File: src/logic/sbp_pkg.sv
// Shared constants and types
package sbp_pkg;
    // Sizes
    localparam int SBP_NUM    = 4;
    localparam int SBP_IW     = 2;
    localparam int SBP_BUF_W  = SBP_IW + 8;
    localparam int SBP_BUF_D  = 4;

    // Register selects
    localparam logic [2:0] SBP_SEL_INDEX  = 3'h0;
    localparam logic [2:0] SBP_SEL_CONFIG = 3'h1;
    localparam logic [2:0] SBP_SEL_MASK   = 3'h2;
    localparam logic [2:0] SBP_SEL_ASSIGN = 3'h3;
    localparam logic [2:0] SBP_SEL_MODE   = 3'h4;

    // Index select direction bit
    localparam int SBP_IDX_DIR_BIT = 7;

    // subchannel_config layout
    localparam int SBP_CFG_CNT_LSB   = 0;
    localparam int SBP_CFG_START_LSB = 3;
    localparam int SBP_CFG_HDLC_BIT  = 6;
    localparam int SBP_CFG_EN_BIT    = 7;

    // Reset values
    localparam logic [7:0] SBP_CFG_RESET  = 8'h00;
    localparam logic [7:0] SBP_MASK_RESET = 8'h00;

    // Data flow modes
    localparam logic [1:0] SBP_SIMPLE_MODE         = 2'h0;
    localparam logic [1:0] SBP_CHANNEL_SELECT_MODE = 2'h1;
    localparam logic [1:0] SBP_FIFO_SEQUENCE_MODE  = 2'h2;

    localparam logic [3:0] SBP_BYTE_BITS = 4'h8;

    // Frame timing
    localparam int SBP_FRAME_NS     = 125000;
    localparam int SBP_CLK_NS       = 8;
    localparam int SBP_FRAME_CYCLES = SBP_FRAME_NS / SBP_CLK_NS;

    typedef enum logic {SBP_IDLE, SBP_RUN} sbp_seq_type;
endpackage

File: src/logic/sbp_link_if.sv
// Link between the two ends
interface sbp_link_if;
    import sbp_pkg::*;
    logic                              frame_tick;
    logic                              cfg_we;
    logic [2:0]                        cfg_sel;
    logic [7:0]                        cfg_wdata;
    logic [SBP_NUM-1:0][7:0]           line_rx_byte;
    logic [SBP_NUM-1:0][7:0]           hdlc_tx_bits;
    logic [SBP_NUM-1:0]                hdlc_tx_take;
    logic [SBP_NUM-1:0][3:0]           hdlc_tx_cnt;
    logic [SBP_NUM-1:0]                hdlc_rx_valid;
    logic [SBP_NUM-1:0][7:0]           hdlc_rx_bits;
    logic [SBP_NUM-1:0][3:0]           hdlc_rx_cnt;
    logic                              line_tx_valid;
    logic                              line_tx_ready;
    logic [SBP_IW-1:0]                 line_tx_ch;
    logic [7:0]                        line_tx_byte;

    modport dev (
        input  frame_tick, cfg_we, cfg_sel, cfg_wdata, line_rx_byte, hdlc_tx_bits,
        input  line_tx_ready,
        output hdlc_tx_take, hdlc_tx_cnt, hdlc_rx_valid, hdlc_rx_bits, hdlc_rx_cnt,
        output line_tx_valid, line_tx_ch, line_tx_byte
    );
    modport host (
        output frame_tick, cfg_we, cfg_sel, cfg_wdata, line_rx_byte, hdlc_tx_bits,
        output line_tx_ready,
        input  hdlc_tx_take, hdlc_tx_cnt, hdlc_rx_valid, hdlc_rx_bits, hdlc_rx_cnt,
        input  line_tx_valid, line_tx_ch, line_tx_byte
    );
endinterface

File: src/logic/sbp_device.sv
// Subchannel processor end and its line buffer
module sbp_buf #(
    parameter int WIDTH = 10,
    parameter int DEPTH = 4
) (
    // Clock and reset
    input  wire logic             sys_clk_i,
    input  wire logic             reset_n_i,
    // Fill side
    input  wire logic             in_valid_i,
    output logic                  in_ready_o,
    input  wire logic [WIDTH-1:0] in_data_i,
    // Drain side
    output logic                  out_valid_o,
    input  wire logic             out_ready_i,
    output logic [WIDTH-1:0]      out_data_o
);
    localparam int AW = (DEPTH > 1) ? $clog2(DEPTH) : 1;

    logic [DEPTH-1:0][WIDTH-1:0] mem;
    logic [AW-1:0]               wr_ptr;
    logic [AW-1:0]               rd_ptr;
    logic [AW:0]                 count;
    logic                        do_wr;
    logic                        do_rd;

    assign in_ready_o  = (count != (AW+1)'(DEPTH));
    assign out_valid_o = (count != '0);
    assign out_data_o  = mem[rd_ptr];
    assign do_wr       = in_valid_i && in_ready_o;
    assign do_rd       = out_valid_o && out_ready_i;

    always_ff @(posedge sys_clk_i) begin
        if (!reset_n_i) begin
            mem    <= '0;
            wr_ptr <= '0;
            rd_ptr <= '0;
            count  <= '0;
        end else begin
            if (do_wr) begin
                mem[wr_ptr] <= in_data_i;
                wr_ptr      <= (wr_ptr == AW'(DEPTH-1)) ? '0 : wr_ptr + 1'b1;
            end
            if (do_rd) begin
                rd_ptr <= (rd_ptr == AW'(DEPTH-1)) ? '0 : rd_ptr + 1'b1;
            end
            if (do_wr && !do_rd) begin
                count <= count + 1'b1;
            end else if (do_rd && !do_wr) begin
                count <= count - 1'b1;
            end
        end
    end
endmodule

// Functional notes
// - Transparent TX: byte field to start position
// - FIFO-side field always aligned to bit 0
// - Start position 0..7 per FIFO configuration
// - Channel mask used on transmit only
// - Processed bits stored back into mask
// - Mask per channel, selected by index
// - Reset configuration gives transparent whole bytes; the reset value 8'h00 leaves the enable bit clear, so no FIFO is connected
// - Byte per frame transparent, bit_count HDLC
// - One byte each direction per frame
// - HDLC TX requests bit_count, zero means eight
// - Transparent RX shifts down, upper bits kept
// - Software sets count zero, upper bits kept
// - HDLC RX forwards only bit_count field bits
// - Line side: one byte per frame
// - Simple mode: FIFO number equals channel
// - Insert field into mask before sending
// - Select/sequence modes merge all connected FIFOs
// - Sharing FIFOs should use distinct bit locations
// - Simple-mode RX byte to the FIFO of the same number
// - Select/sequence RX byte to every assigner
// - Processing only on paths through a FIFO
module sbp_device
    import sbp_pkg::*;
#(
    parameter int BUF_DEPTH = SBP_BUF_D
) (
    // Clock and reset
    input  wire logic  sys_clk_i,
    input  wire logic  reset_n_i,
    // Link
    sbp_link_if.dev    link,
    // Status
    output logic       busy_o,
    output logic [1:0] mode_o
);
    import sbp_pkg::*;

    typedef struct packed {
        sbp_seq_type                   seq;
        logic [SBP_IW-1:0]             ch;
        logic [7:0]                    index;
        logic [1:0]                    mode;
        logic [SBP_NUM-1:0][7:0]       cfg_tx;
        logic [SBP_NUM-1:0][7:0]       cfg_rx;
        logic [SBP_NUM-1:0][SBP_IW-1:0] chan;
        logic [SBP_NUM-1:0][7:0]       mask;
        logic [SBP_NUM-1:0]            take;
        logic [SBP_NUM-1:0][3:0]       take_cnt;
        logic [SBP_NUM-1:0]            rx_valid;
        logic [SBP_NUM-1:0][7:0]       rx_bits;
        logic [SBP_NUM-1:0][3:0]       rx_cnt;
    } sbp_dev_state_type;

    sbp_dev_state_type s;
    sbp_dev_state_type next_s;
    logic [7:0]        tx_byte;
    logic              buf_in_ready;
    logic [SBP_BUF_W-1:0] buf_out;

    // Zero count means a whole byte
    function automatic logic [3:0] sbp_width(input logic [7:0] cfg);
        logic [2:0] cnt;
        cnt = cfg[SBP_CFG_CNT_LSB +: 3];
        return (cnt == 3'h0) ? SBP_BYTE_BITS : {1'b0, cnt};
    endfunction

    // Low-aligned field mask
    function automatic logic [7:0] sbp_low_mask(input logic [7:0] cfg);
        return 8'hFF >> (SBP_BYTE_BITS - sbp_width(cfg));
    endfunction

    // Field mask at start position
    function automatic logic [7:0] sbp_field_mask(input logic [7:0] cfg);
        logic [15:0] wide;
        wide = {8'h00, sbp_low_mask(cfg)} << cfg[SBP_CFG_START_LSB +: 3];
        return wide[7:0];
    endfunction

    // Channel that FIFO f talks to
    function automatic logic [SBP_IW-1:0] sbp_chan_of(input sbp_dev_state_type st,
                                                      input int f);
        return (st.mode == SBP_SIMPLE_MODE) ? SBP_IW'(f) : st.chan[f];
    endfunction

    always_comb begin
        logic [15:0] placed;
        logic [7:0]  fm;
        logic [7:0]  rx_byte;
        logic [7:0]  shifted;
        placed  = '0;
        fm      = '0;
        rx_byte = '0;
        shifted = '0;
        next_s  = s;
        next_s.take     = '0;
        next_s.rx_valid = '0;

        // Stored mask, then every connected field
        tx_byte = s.mask[s.ch];
        for (int f = 0; f < SBP_NUM; f++) begin
            if (s.cfg_tx[f][SBP_CFG_EN_BIT] && sbp_chan_of(s, f) == s.ch) begin
                fm      = sbp_field_mask(s.cfg_tx[f]);
                placed  = {8'h00, link.hdlc_tx_bits[f]} << s.cfg_tx[f][SBP_CFG_START_LSB +: 3];
                tx_byte = (tx_byte & ~fm) | (placed[7:0] & fm);
            end
        end

        case (s.seq)
            SBP_IDLE: begin
                // Frames arriving mid-sweep are dropped; the sweep is short
                if (link.frame_tick) begin
                    for (int f = 0; f < SBP_NUM; f++) begin
                        if (s.cfg_rx[f][SBP_CFG_EN_BIT]) begin
                            rx_byte = link.line_rx_byte[sbp_chan_of(s, f)];
                            shifted = rx_byte >> s.cfg_rx[f][SBP_CFG_START_LSB +: 3];
                            next_s.rx_valid[f] = 1'b1;
                            if (s.cfg_rx[f][SBP_CFG_HDLC_BIT]) begin
                                next_s.rx_bits[f] = shifted & sbp_low_mask(s.cfg_rx[f]);
                                next_s.rx_cnt[f]  = sbp_width(s.cfg_rx[f]);
                            end else begin
                                next_s.rx_bits[f] = shifted;
                                next_s.rx_cnt[f]  = SBP_BYTE_BITS;
                            end
                        end
                    end
                    next_s.seq = SBP_RUN;
                    next_s.ch  = '0;
                end
            end
            SBP_RUN: begin
                // Full buffer stalls the sweep
                if (buf_in_ready) begin
                    next_s.mask[s.ch] = tx_byte;
                    for (int f = 0; f < SBP_NUM; f++) begin
                        if (s.cfg_tx[f][SBP_CFG_EN_BIT] && sbp_chan_of(s, f) == s.ch) begin
                            next_s.take[f] = 1'b1;
                            next_s.take_cnt[f] = s.cfg_tx[f][SBP_CFG_HDLC_BIT] ?
                                                 sbp_width(s.cfg_tx[f]) : SBP_BYTE_BITS;
                        end
                    end
                    if (s.ch == SBP_IW'(SBP_NUM-1)) begin
                        next_s.seq = SBP_IDLE;
                    end else begin
                        next_s.ch = s.ch + 1'b1;
                    end
                end
            end
            default: begin
                next_s.seq = SBP_IDLE;
            end
        endcase

        // Software writes win over store-back
        if (link.cfg_we) begin
            case (link.cfg_sel)
                SBP_SEL_INDEX: begin
                    next_s.index = link.cfg_wdata;
                end
                SBP_SEL_CONFIG: begin
                    if (s.index[SBP_IDX_DIR_BIT]) begin
                        next_s.cfg_rx[s.index[SBP_IW-1:0]] = link.cfg_wdata;
                    end else begin
                        next_s.cfg_tx[s.index[SBP_IW-1:0]] = link.cfg_wdata;
                    end
                end
                SBP_SEL_MASK: begin
                    // Receive-channel index has no mask
                    if (!s.index[SBP_IDX_DIR_BIT]) begin
                        next_s.mask[s.index[SBP_IW-1:0]] = link.cfg_wdata;
                    end
                end
                SBP_SEL_ASSIGN: begin
                    next_s.chan[s.index[SBP_IW-1:0]] = link.cfg_wdata[SBP_IW-1:0];
                end
                SBP_SEL_MODE: begin
                    next_s.mode = link.cfg_wdata[1:0];
                end
                default: begin
                    next_s.mode = s.mode;
                end
            endcase
        end
    end

    always_ff @(posedge sys_clk_i) begin
        if (!reset_n_i) begin
            s        <= '0;
            s.seq    <= SBP_IDLE;
            s.mode   <= SBP_SIMPLE_MODE;
            s.cfg_tx <= {SBP_NUM{SBP_CFG_RESET}};
            s.cfg_rx <= {SBP_NUM{SBP_CFG_RESET}};
            s.mask   <= {SBP_NUM{SBP_MASK_RESET}};
        end else begin
            s <= next_s;
        end
    end

    sbp_buf #(
        .WIDTH (SBP_BUF_W),
        .DEPTH (BUF_DEPTH)
    ) u_line_buf (
        .sys_clk_i   (sys_clk_i),
        .reset_n_i   (reset_n_i),
        .in_valid_i  (s.seq == SBP_RUN),
        .in_ready_o  (buf_in_ready),
        .in_data_i   ({s.ch, tx_byte}),
        .out_valid_o (link.line_tx_valid),
        .out_ready_i (link.line_tx_ready),
        .out_data_o  (buf_out)
    );

    assign link.line_tx_ch   = buf_out[SBP_BUF_W-1 -: SBP_IW];
    assign link.line_tx_byte = buf_out[7:0];
    assign link.hdlc_tx_take = s.take;
    assign link.hdlc_tx_cnt  = s.take_cnt;
    assign link.hdlc_rx_valid = s.rx_valid;
    assign link.hdlc_rx_bits = s.rx_bits;
    assign link.hdlc_rx_cnt  = s.rx_cnt;
    assign busy_o            = (s.seq == SBP_RUN);
    assign mode_o            = s.mode;
endmodule

File: src/flat_wrapper.sv
// flat-port wrapper written by rule: the top's interface ports become plain ports
module sbp_device_flat import sbp_pkg::*;
#(
    parameter int BUF_DEPTH = SBP_BUF_D
)
  (sys_clk_i, reset_n_i, busy_o, mode_o, link_frame_tick, link_cfg_we, link_cfg_sel, link_cfg_wdata, link_line_rx_byte, link_hdlc_tx_bits, link_line_tx_ready, link_hdlc_tx_take, link_hdlc_tx_cnt, link_hdlc_rx_valid, link_hdlc_rx_bits, link_hdlc_rx_cnt, link_line_tx_valid, link_line_tx_ch, link_line_tx_byte);
  sbp_link_if link_i ();
  input  wire logic sys_clk_i;
  input  wire logic reset_n_i;
  output logic busy_o;
  output logic [1:0] mode_o;
  input wire logic [$bits(link_i.frame_tick)-1:0] link_frame_tick;
  input wire logic [$bits(link_i.cfg_we)-1:0] link_cfg_we;
  input wire logic [$bits(link_i.cfg_sel)-1:0] link_cfg_sel;
  input wire logic [$bits(link_i.cfg_wdata)-1:0] link_cfg_wdata;
  input wire logic [$bits(link_i.line_rx_byte)-1:0] link_line_rx_byte;
  input wire logic [$bits(link_i.hdlc_tx_bits)-1:0] link_hdlc_tx_bits;
  input wire logic [$bits(link_i.line_tx_ready)-1:0] link_line_tx_ready;
  output wire logic [$bits(link_i.hdlc_tx_take)-1:0] link_hdlc_tx_take;
  output wire logic [$bits(link_i.hdlc_tx_cnt)-1:0] link_hdlc_tx_cnt;
  output wire logic [$bits(link_i.hdlc_rx_valid)-1:0] link_hdlc_rx_valid;
  output wire logic [$bits(link_i.hdlc_rx_bits)-1:0] link_hdlc_rx_bits;
  output wire logic [$bits(link_i.hdlc_rx_cnt)-1:0] link_hdlc_rx_cnt;
  output wire logic [$bits(link_i.line_tx_valid)-1:0] link_line_tx_valid;
  output wire logic [$bits(link_i.line_tx_ch)-1:0] link_line_tx_ch;
  output wire logic [$bits(link_i.line_tx_byte)-1:0] link_line_tx_byte;
  assign link_i.frame_tick = link_frame_tick;
  assign link_i.cfg_we = link_cfg_we;
  assign link_i.cfg_sel = link_cfg_sel;
  assign link_i.cfg_wdata = link_cfg_wdata;
  assign link_i.line_rx_byte = link_line_rx_byte;
  assign link_i.hdlc_tx_bits = link_hdlc_tx_bits;
  assign link_i.line_tx_ready = link_line_tx_ready;
  assign link_hdlc_tx_take = link_i.hdlc_tx_take;
  assign link_hdlc_tx_cnt = link_i.hdlc_tx_cnt;
  assign link_hdlc_rx_valid = link_i.hdlc_rx_valid;
  assign link_hdlc_rx_bits = link_i.hdlc_rx_bits;
  assign link_hdlc_rx_cnt = link_i.hdlc_rx_cnt;
  assign link_line_tx_valid = link_i.line_tx_valid;
  assign link_line_tx_ch = link_i.line_tx_ch;
  assign link_line_tx_byte = link_i.line_tx_byte;
  sbp_device #(.BUF_DEPTH(BUF_DEPTH)) u_core (.sys_clk_i(sys_clk_i), .reset_n_i(reset_n_i), .link(link_i), .busy_o(busy_o), .mode_o(mode_o));
endmodule
File: config.mk
export PLATFORM = sky130hd
export DESIGN_NAME = sbp_device_flat
export DESIGN_NICKNAME = d
export VERILOG_FILES = /design/src/logic/sbp_pkg.sv /design/src/logic/sbp_link_if.sv /design/src/logic/sbp_device.sv /design/src/flat_wrapper.sv
export SDC_FILE = /design/constraint.sdc
export NUM_CORES = 1
export LEC_CHECK = 0
export BUFFER_PORTS_ARGS = -buffer_cell sky130_fd_sc_hd__buf_2
export CAP_MARGIN = 20
export CORE_MARGIN = 10
export CORE_UTILIZATION = 40
export CTS_BUF_LIST = sky130_fd_sc_hd__clkbuf_8
export CTS_CLUSTER_DIAMETER = 30
export DETAILED_ROUTE_END_ITERATION = 16
export SLEW_MARGIN = 10
export SYNTH_ARGS = -nofsm -noshare
export SYNTH_HDL_FRONTEND = slang
export SYNTH_SLANG_ARGS = --single-unit
File: constraint.sdc
create_clock -name sys_clk_i -period 2.72 [get_ports sys_clk_i]
set_clock_uncertainty 0.15 [all_clocks]
set_input_delay 0.408 -clock sys_clk_i [delete_from_list [all_inputs] [get_ports sys_clk_i]]
set_output_delay 0.408 -clock sys_clk_i [all_outputs]
set_load 0.01 [all_outputs]
# Yosys cells after proc, flatten, opt, wreduce, memory -nomap -nowiden
# Cells that the tools add are included.
# totals
output_inout_bits	86
inputBits	80
word_cells	245
reg_bits	236
# classes
shift	20
mux	80
add_sub_neg	13
n_reduce_logical	41
bitwise_logic	24
magnitude_cmp	11
n_eq_ne	15
# ops
cell	count
bitwise mux 32 bit	4
two-way mux 8 bit	15
two-way mux 52 bit	2
bitwise AND 8 bit	12
two-way mux 32 bit	3
binary-select mux 8 bit (select 2 bit)	5
two-way mux 4 bit	20
<< shifter 8 x 3 -> 8 bit	8
>> shifter 8 x 4 -> 8 bit, first input constant	8
bitwise mux 40 bit	1
AND reduction 3 bit	12
demux 8 bit (select 2 bit)	2
inverter 8 bit	4
OR 8 bit	4
>> shifter 8 x 3 -> 8 bit	4
subtractor 4 bit, first input constant	8
logical NOT 3 bit	9
< comparator 2 x 3 -> 1 bit, second input constant	8
binary-select mux 10 bit (select 2 bit)	1
demux 10 bit (select 2 bit)	1
two-way mux 10 bit	2
two-way mux 2 bit	8
two-way mux 3 bit	4
logical AND 1 bit	11
22 further kinds	48

# Depth between registers and ports, before layout
# logic_depth
word_depth	25
ltp_mapped	13
depth_no_buf	12

# Cells and area by module
# From an unflattened synthesis, not the netlist that was laid out.
# hier_totals
hier_cells	1872
hier_area_um2	15491.1
# modules_own_cells
module	area_per_inst_um2	instances	cells_per_inst
sbp_device	13346.6	1	1671
sbp_buf	2144.6	1	201

# Worst setup path before layout
# No wires, ideal clock.
# synth_path
kind	reg-to-reg
start	reg u_core.s[144] in the netlist's numbering
end	reg u_core.s[103] in the netlist's numbering
setup_slack_ns	-0.262
arrival_ns	2.706
t_required_ns	2.444
path_buffers	1
period_less_slack_ns	2.982
stages_incl_launch_ff	12
setup_time_ns	0.126
path_cell_list	dfxtp_1 -> clkbuf_1 -> inv_1 -> ha_1 -> nor2b_1 -> and2_1 -> maj3_2 -> a211o_1 -> a2111o_1 -> a31o_4 -> nor2_1 -> o22ai_1
# synth_between
elab_chain_cells	25
# synth_rtl
item	line_no	text
start, declared	sbp_device.sv:110	sbp_dev_state_type s;
start signal, assigned	sbp_device.sv:250	s <= next_s;
logical NOT 3 bit	sbp_device.sv:120	return (cnt == 3'h0) ? SBP_BYTE_BITS : {1'b0, cnt};
two-way mux 4 bit *	sbp_device.sv:120	
subtractor 4 bit *	sbp_device.sv:125	return 8'hFF >> (SBP_BYTE_BITS - sbp_width(cfg));
>> shifter 8 x 4 -> 8 bit *	sbp_device.sv:125	
<< shifter 8 x 3 -> 8 bit *	sbp_device.sv:131	wide = {8'h00, sbp_low_mask(cfg)} << cfg[SBP_CFG_START_LSB +: 3];
inverter 8 bit	sbp_device.sv:160	tx_byte = (tx_byte & ~fm) | (placed[7:0] & fm);
bitwise AND 8 bit	sbp_device.sv:160	
OR 8 bit *	sbp_device.sv:160	
[... 9 more ...]	--	
two-way mux 8 bit *	sbp_device.sv:157	if (s.cfg_tx[f][SBP_CFG_EN_BIT] && sbp_chan_of(s, f) == s.ch) begin
bitwise mux 32 bit *	sbp_device.sv:189	next_s.mask[s.ch] = tx_byte;
two-way mux 52 bit *	sbp_device.sv:188	if (buf_in_ready) begin
two-way mux 52 bit *	sbp_device.sv:164	case (s.seq)
bitwise mux 32 bit	sbp_device.sv:225	next_s.mask[s.index[SBP_IW-1:0]] = link.cfg_wdata;
two-way mux 32 bit	sbp_device.sv:224	if (!s.index[SBP_IDX_DIR_BIT]) begin
two-way mux 32 bit	sbp_device.sv:211	case (link.cfg_sel)
two-way mux 32 bit *	sbp_device.sv:210	if (link.cfg_we) begin
# Mark *: on every way between the ends. The rest lies on a longest branch, timed or not.
# A chain may end at the register's enable or synchronous reset.

# Worst setup path after layout
# layout_path
start	reg u_core.s[145] in the netlist's numbering
end	reg u_core.u_line_buf.mem[35] in the netlist's numbering
# layout_between
elab_chain_cells	19
# layout_rtl
item	line_no	text
logical NOT 3 bit	sbp_device.sv:120	
two-way mux 4 bit *	sbp_device.sv:120	
subtractor 4 bit *	sbp_device.sv:125	
>> shifter 8 x 4 -> 8 bit *	sbp_device.sv:125	
<< shifter 8 x 3 -> 8 bit *	sbp_device.sv:131	
inverter 8 bit	sbp_device.sv:160	
bitwise AND 8 bit	sbp_device.sv:160	
OR 8 bit *	sbp_device.sv:160	
[... 3 more ...]	--	
two-way mux 8 bit *	sbp_device.sv:157	
bitwise AND 8 bit	sbp_device.sv:160	
OR 8 bit	sbp_device.sv:160	
two-way mux 8 bit *	sbp_device.sv:157	
bitwise AND 8 bit	sbp_device.sv:160	
OR 8 bit	sbp_device.sv:160	
two-way mux 8 bit *	sbp_device.sv:157	
bitwise mux 40 bit *	sbp_device.sv:41	mem[wr_ptr] <= in_data_i;
end signal, assigned by index	sbp_device.sv:41	
end, declared	sbp_device.sv:20	logic [DEPTH-1:0][WIDTH-1:0] mem;
# Marks and branches as above.

==> qor.yml <==
outcome: "complete, but fails checks"
violations: "negative setup slack"
clock.fmax_ghz: 0.364
ios: 166
min_path_cells: 3
final_cell_area_sq_um: 18400
cts_buffers: 58
clock_tree.root_cell: "clkbuf_8"
clkLatencyLatePin_ps: 650
wire_per_inst_microns: 20.1
worstMarginPinSlew_ps: 681
synth_area_sq_um: 15400
drt_pass1_iterations: 6
synthTopCellsByArea: "dfxtp_1 (30%), mux2i_1 (10%), nor2b_1 (4.8%)"
rsz0062_at_grt: "yes"
reg2reg_depth: 9
num-nets-final: 2105
rows: 71
clockBufferDepth: 3
fp.dieArea_sq_um: 46600
grt_max_degree: 85
timing.final.ws_setup_ps: -29.8
place.gp.congestion: 0.944
dp.final_hpwl_microns: 37200
yosys_warnings: 0
synthArstFlopShare_pct: 0
drt_iter0_markers: 1040
ys_types: 87
synth.net_count: 1971
grt.total_usage_pct: 21.0
start_kind: "register"
post-route-period-util_pct: 101
antenna_cells: 0
clk_pin_slew_ps: 60
yosys.area.top_type_share_pct: 30.1
ir_drop_mv: 0.549
placed_area_sq_um: 16600
hp-class: "primary input to register"
worstPathMaxFanout: 10
vias: 14200
synth_area_leader_cell: "dfxtp_1"
finalSetupViolations: 6
crit_type: "register to register"
syn_area_per_cell_sq_um: 8.28
critPathArrivalTime_ps: 3180
drc_errors: 0
cts_tree: "yes"
powerDensity_nw_per_um2: 540
fin_crit_ps: 2750
synthCells: 1853
ant_nets: 0
endpoint_kind: "register"
synth_ff_type: "dfxtp_1"
grt-ovfl-total: 0
yosysSeqAreaShare_pct: 30.1
finalMaxSlewViolations: 0
cts_sinks: 231
die_y_microns: 216
hold_viol: 0
finalPower_w: 0.00991
syn2layout_area_growth_pct: 19.6
max-cap-violations: 0
portBuffers: 165
drive_gt1_share_pct: 25.8
grt_pass1_wl_microns: 79600
required_ps: 3150
synth_edf_count: 0
first_global_vias: 13900
cts_htree_levels: 2
die_w_microns: 216
nFillCells: 3624
routed_wl_microns: 51100
p_leak_nw: 7.18
start_util_pct: 40.7
antenna_found_initial: 0
core_sq_um: 37800
viasPerCell: 5.56
slew_headroom_pct: 54.5
synth_seq_cells: 231
-- power by group --
group	switching, W	internal (W)	leakage (nW)
Combinational	0.000737	0.000515	4.57
Sequential	0.0000905	0.00346	1.87
Clock	0.00189	0.00322	0.740
-- registers in the layout, summed over array words and instances (netlist names) --
register and cells:
u_core.link.hdlc_tx_cnt 16, u_core.u_line_buf.wr_ptr 2, u_core.busy_o 1, u_core.link.hdlc_rx_valid 4
u_core.s 109, u_core.u_line_buf.rd_ptr 2, u_core.link.hdlc_rx_bits 32, u_core.link.hdlc_tx_take 4
u_core.u_line_buf.count 3, u_core.link.hdlc_rx_cnt 16, u_core.u_line_buf.mem 40, u_core.mode_o 2
-- final timing paths --
path	start	end	slack, ps
worst max-delay path	u_core.s[145]$_SDFFE_PN0P_	u_core.u_line_buf.mem[35]$_SDFFE_PN0P_	-30
worst max register to register	u_core.s[145]$_SDFFE_PN0P_	u_core.u_line_buf.mem[35]$_SDFFE_PN0P_	-30
worst min-delay path	link_cfg_wdata[7]	u_core.s[151]$_SDFFE_PN0P_	70
worst min register to register	u_core.u_line_buf.mem[36]$_SDFFE_PN0P_	u_core.u_line_buf.mem[36]$_SDFFE_PN0P_	300
-- synth_stat cells, types with 24 or more instances --
| cell | count |
|---|---|
| dfxtp_1 | 231 |
| mux2i_1 | 156 |
| nand2_1 | 152 |
| nor2b_1 | 117 |
| o21ai_0 | 110 |
| nor2_1 | 102 |
| clkbuf_1 | 99 |
| a21oi_1 | 98 |
| buf_4 | 75 |
| nand3_1 | 66 |
| a21boi_0 | 54 |
| inv_1 | 51 |
| ha_1 | 37 |
| nand2b_1 | 30 |
| o22ai_1 | 30 |
| mux4_2 | 27 |
| a211oi_1 | 24 |
| buf_2 | 24 |
| mux2_2 | 24 |
-- metrics by stage --
stage	util (%)	hold WS, ps	setup TNS [ps]	instances	setup WS, ps
global route	48.6	82.5	-1940	2546	-131
detailed placement	44.1	297	-1680	2432	-136
global placement	44.1	292	-110	2432	-22.5
finish	48.6	74.7	-74.9	2546	-29.8
CTS	48.1	31.0	-19.9	2545	-10.3
floorplan	-	282	0	1853	21.6
-- cells by family after synthesis --
family | after synthesis | synth area share, %
flops | 231 | 30.1
compound gates | 491 | 21.4
simple gates | 600 | 20.0
buf+inv | 273 | 8.72
mux | 207 | 15.9
xor+xnor | 9 | 0.514
fa+ha+maj | 42 | 3.42
-- area by class of cell --
class                   count  area, sq um  area share [%]
clock buffers              66          908            4.95
multi-input cells        1349         9630            52.5
repair buffers            291         1820            9.94
well taps                 511          639            3.48
clock inverters            42          502            2.73
flip-flops and latches    231         4640            25.3
inverters                  56          210            1.15
-- metal layers --
| metal | part of all wire (%) | wire (microns) | track usage (%) | up-vias |
|---|---|---|---|---|
| li1 | - | - | - | 6893 |
| met1 | 45 | 23100 | 27.2 | 6760 |
| met2 | 47 | 24000 | 34.6 | 429 |
| met3 | 5.6 | 2860 | 3.80 | 70 |
| met4 | 2.2 | 1140 | 6.83 | 0 |
| met5 | 0 | 0 | 0 | - |
-- cells in the final DEF, fill, tap and decap left out, drive strengths merged, types with 10 or more instances in the layout --
cell / netlist / routed
a21boi: 61 / 61
mux2i: 156 / 156
nand2: 152 / 152
o211a: 11 / 11
nor3b: 10 / 10
o31ai: 13 / 13
inv: 53 / 65
a221oi: 10 / 10
and2: 24 / 24
dfxtp: 231 / 231
nor3: 24 / 24
a21oi: 99 / 99
a31oi: 19 / 19
and3: 17 / 17
mux2: 24 / 24
a211oi: 24 / 24
or3: 10 / 10
mux4: 27 / 27
nor2: 106 / 106
bufinv: 0 / 10
o211ai: 17 / 17
clkinv: 3 / 18
nor2b: 117 / 117
ha: 37 / 37
o21ai: 116 / 116
o22ai: 30 / 30
a32oi: 14 / 14
nor4: 14 / 14
nand3: 66 / 66
clkbuf: 101 / 66
buf: 116 / 289
nand2b: 30 / 30
-- worst max-delay path, cell delays in order, from the launching register on --
cell and delay (ps):
dfxtp_2 340, buf_4 170, nor2b_1 190, o21ai_0 200, nand4_1 200, or4_4 530
a311o_1 360, a21oi_4 280, nand2_1 110, a21boi_2 130
-- what timing repair did --
action / 4_1_cts / 5_1_grt
pin swaps: 7 / 16
gates resized for setup: 14 / 64
setup endpoints to repair: 38 / 70
setup buffers: 3 / 1
endpoints found under the hold margin: 2 / 0
hold buffers: 2 / 0
Power figures use the tool's default switching activity.
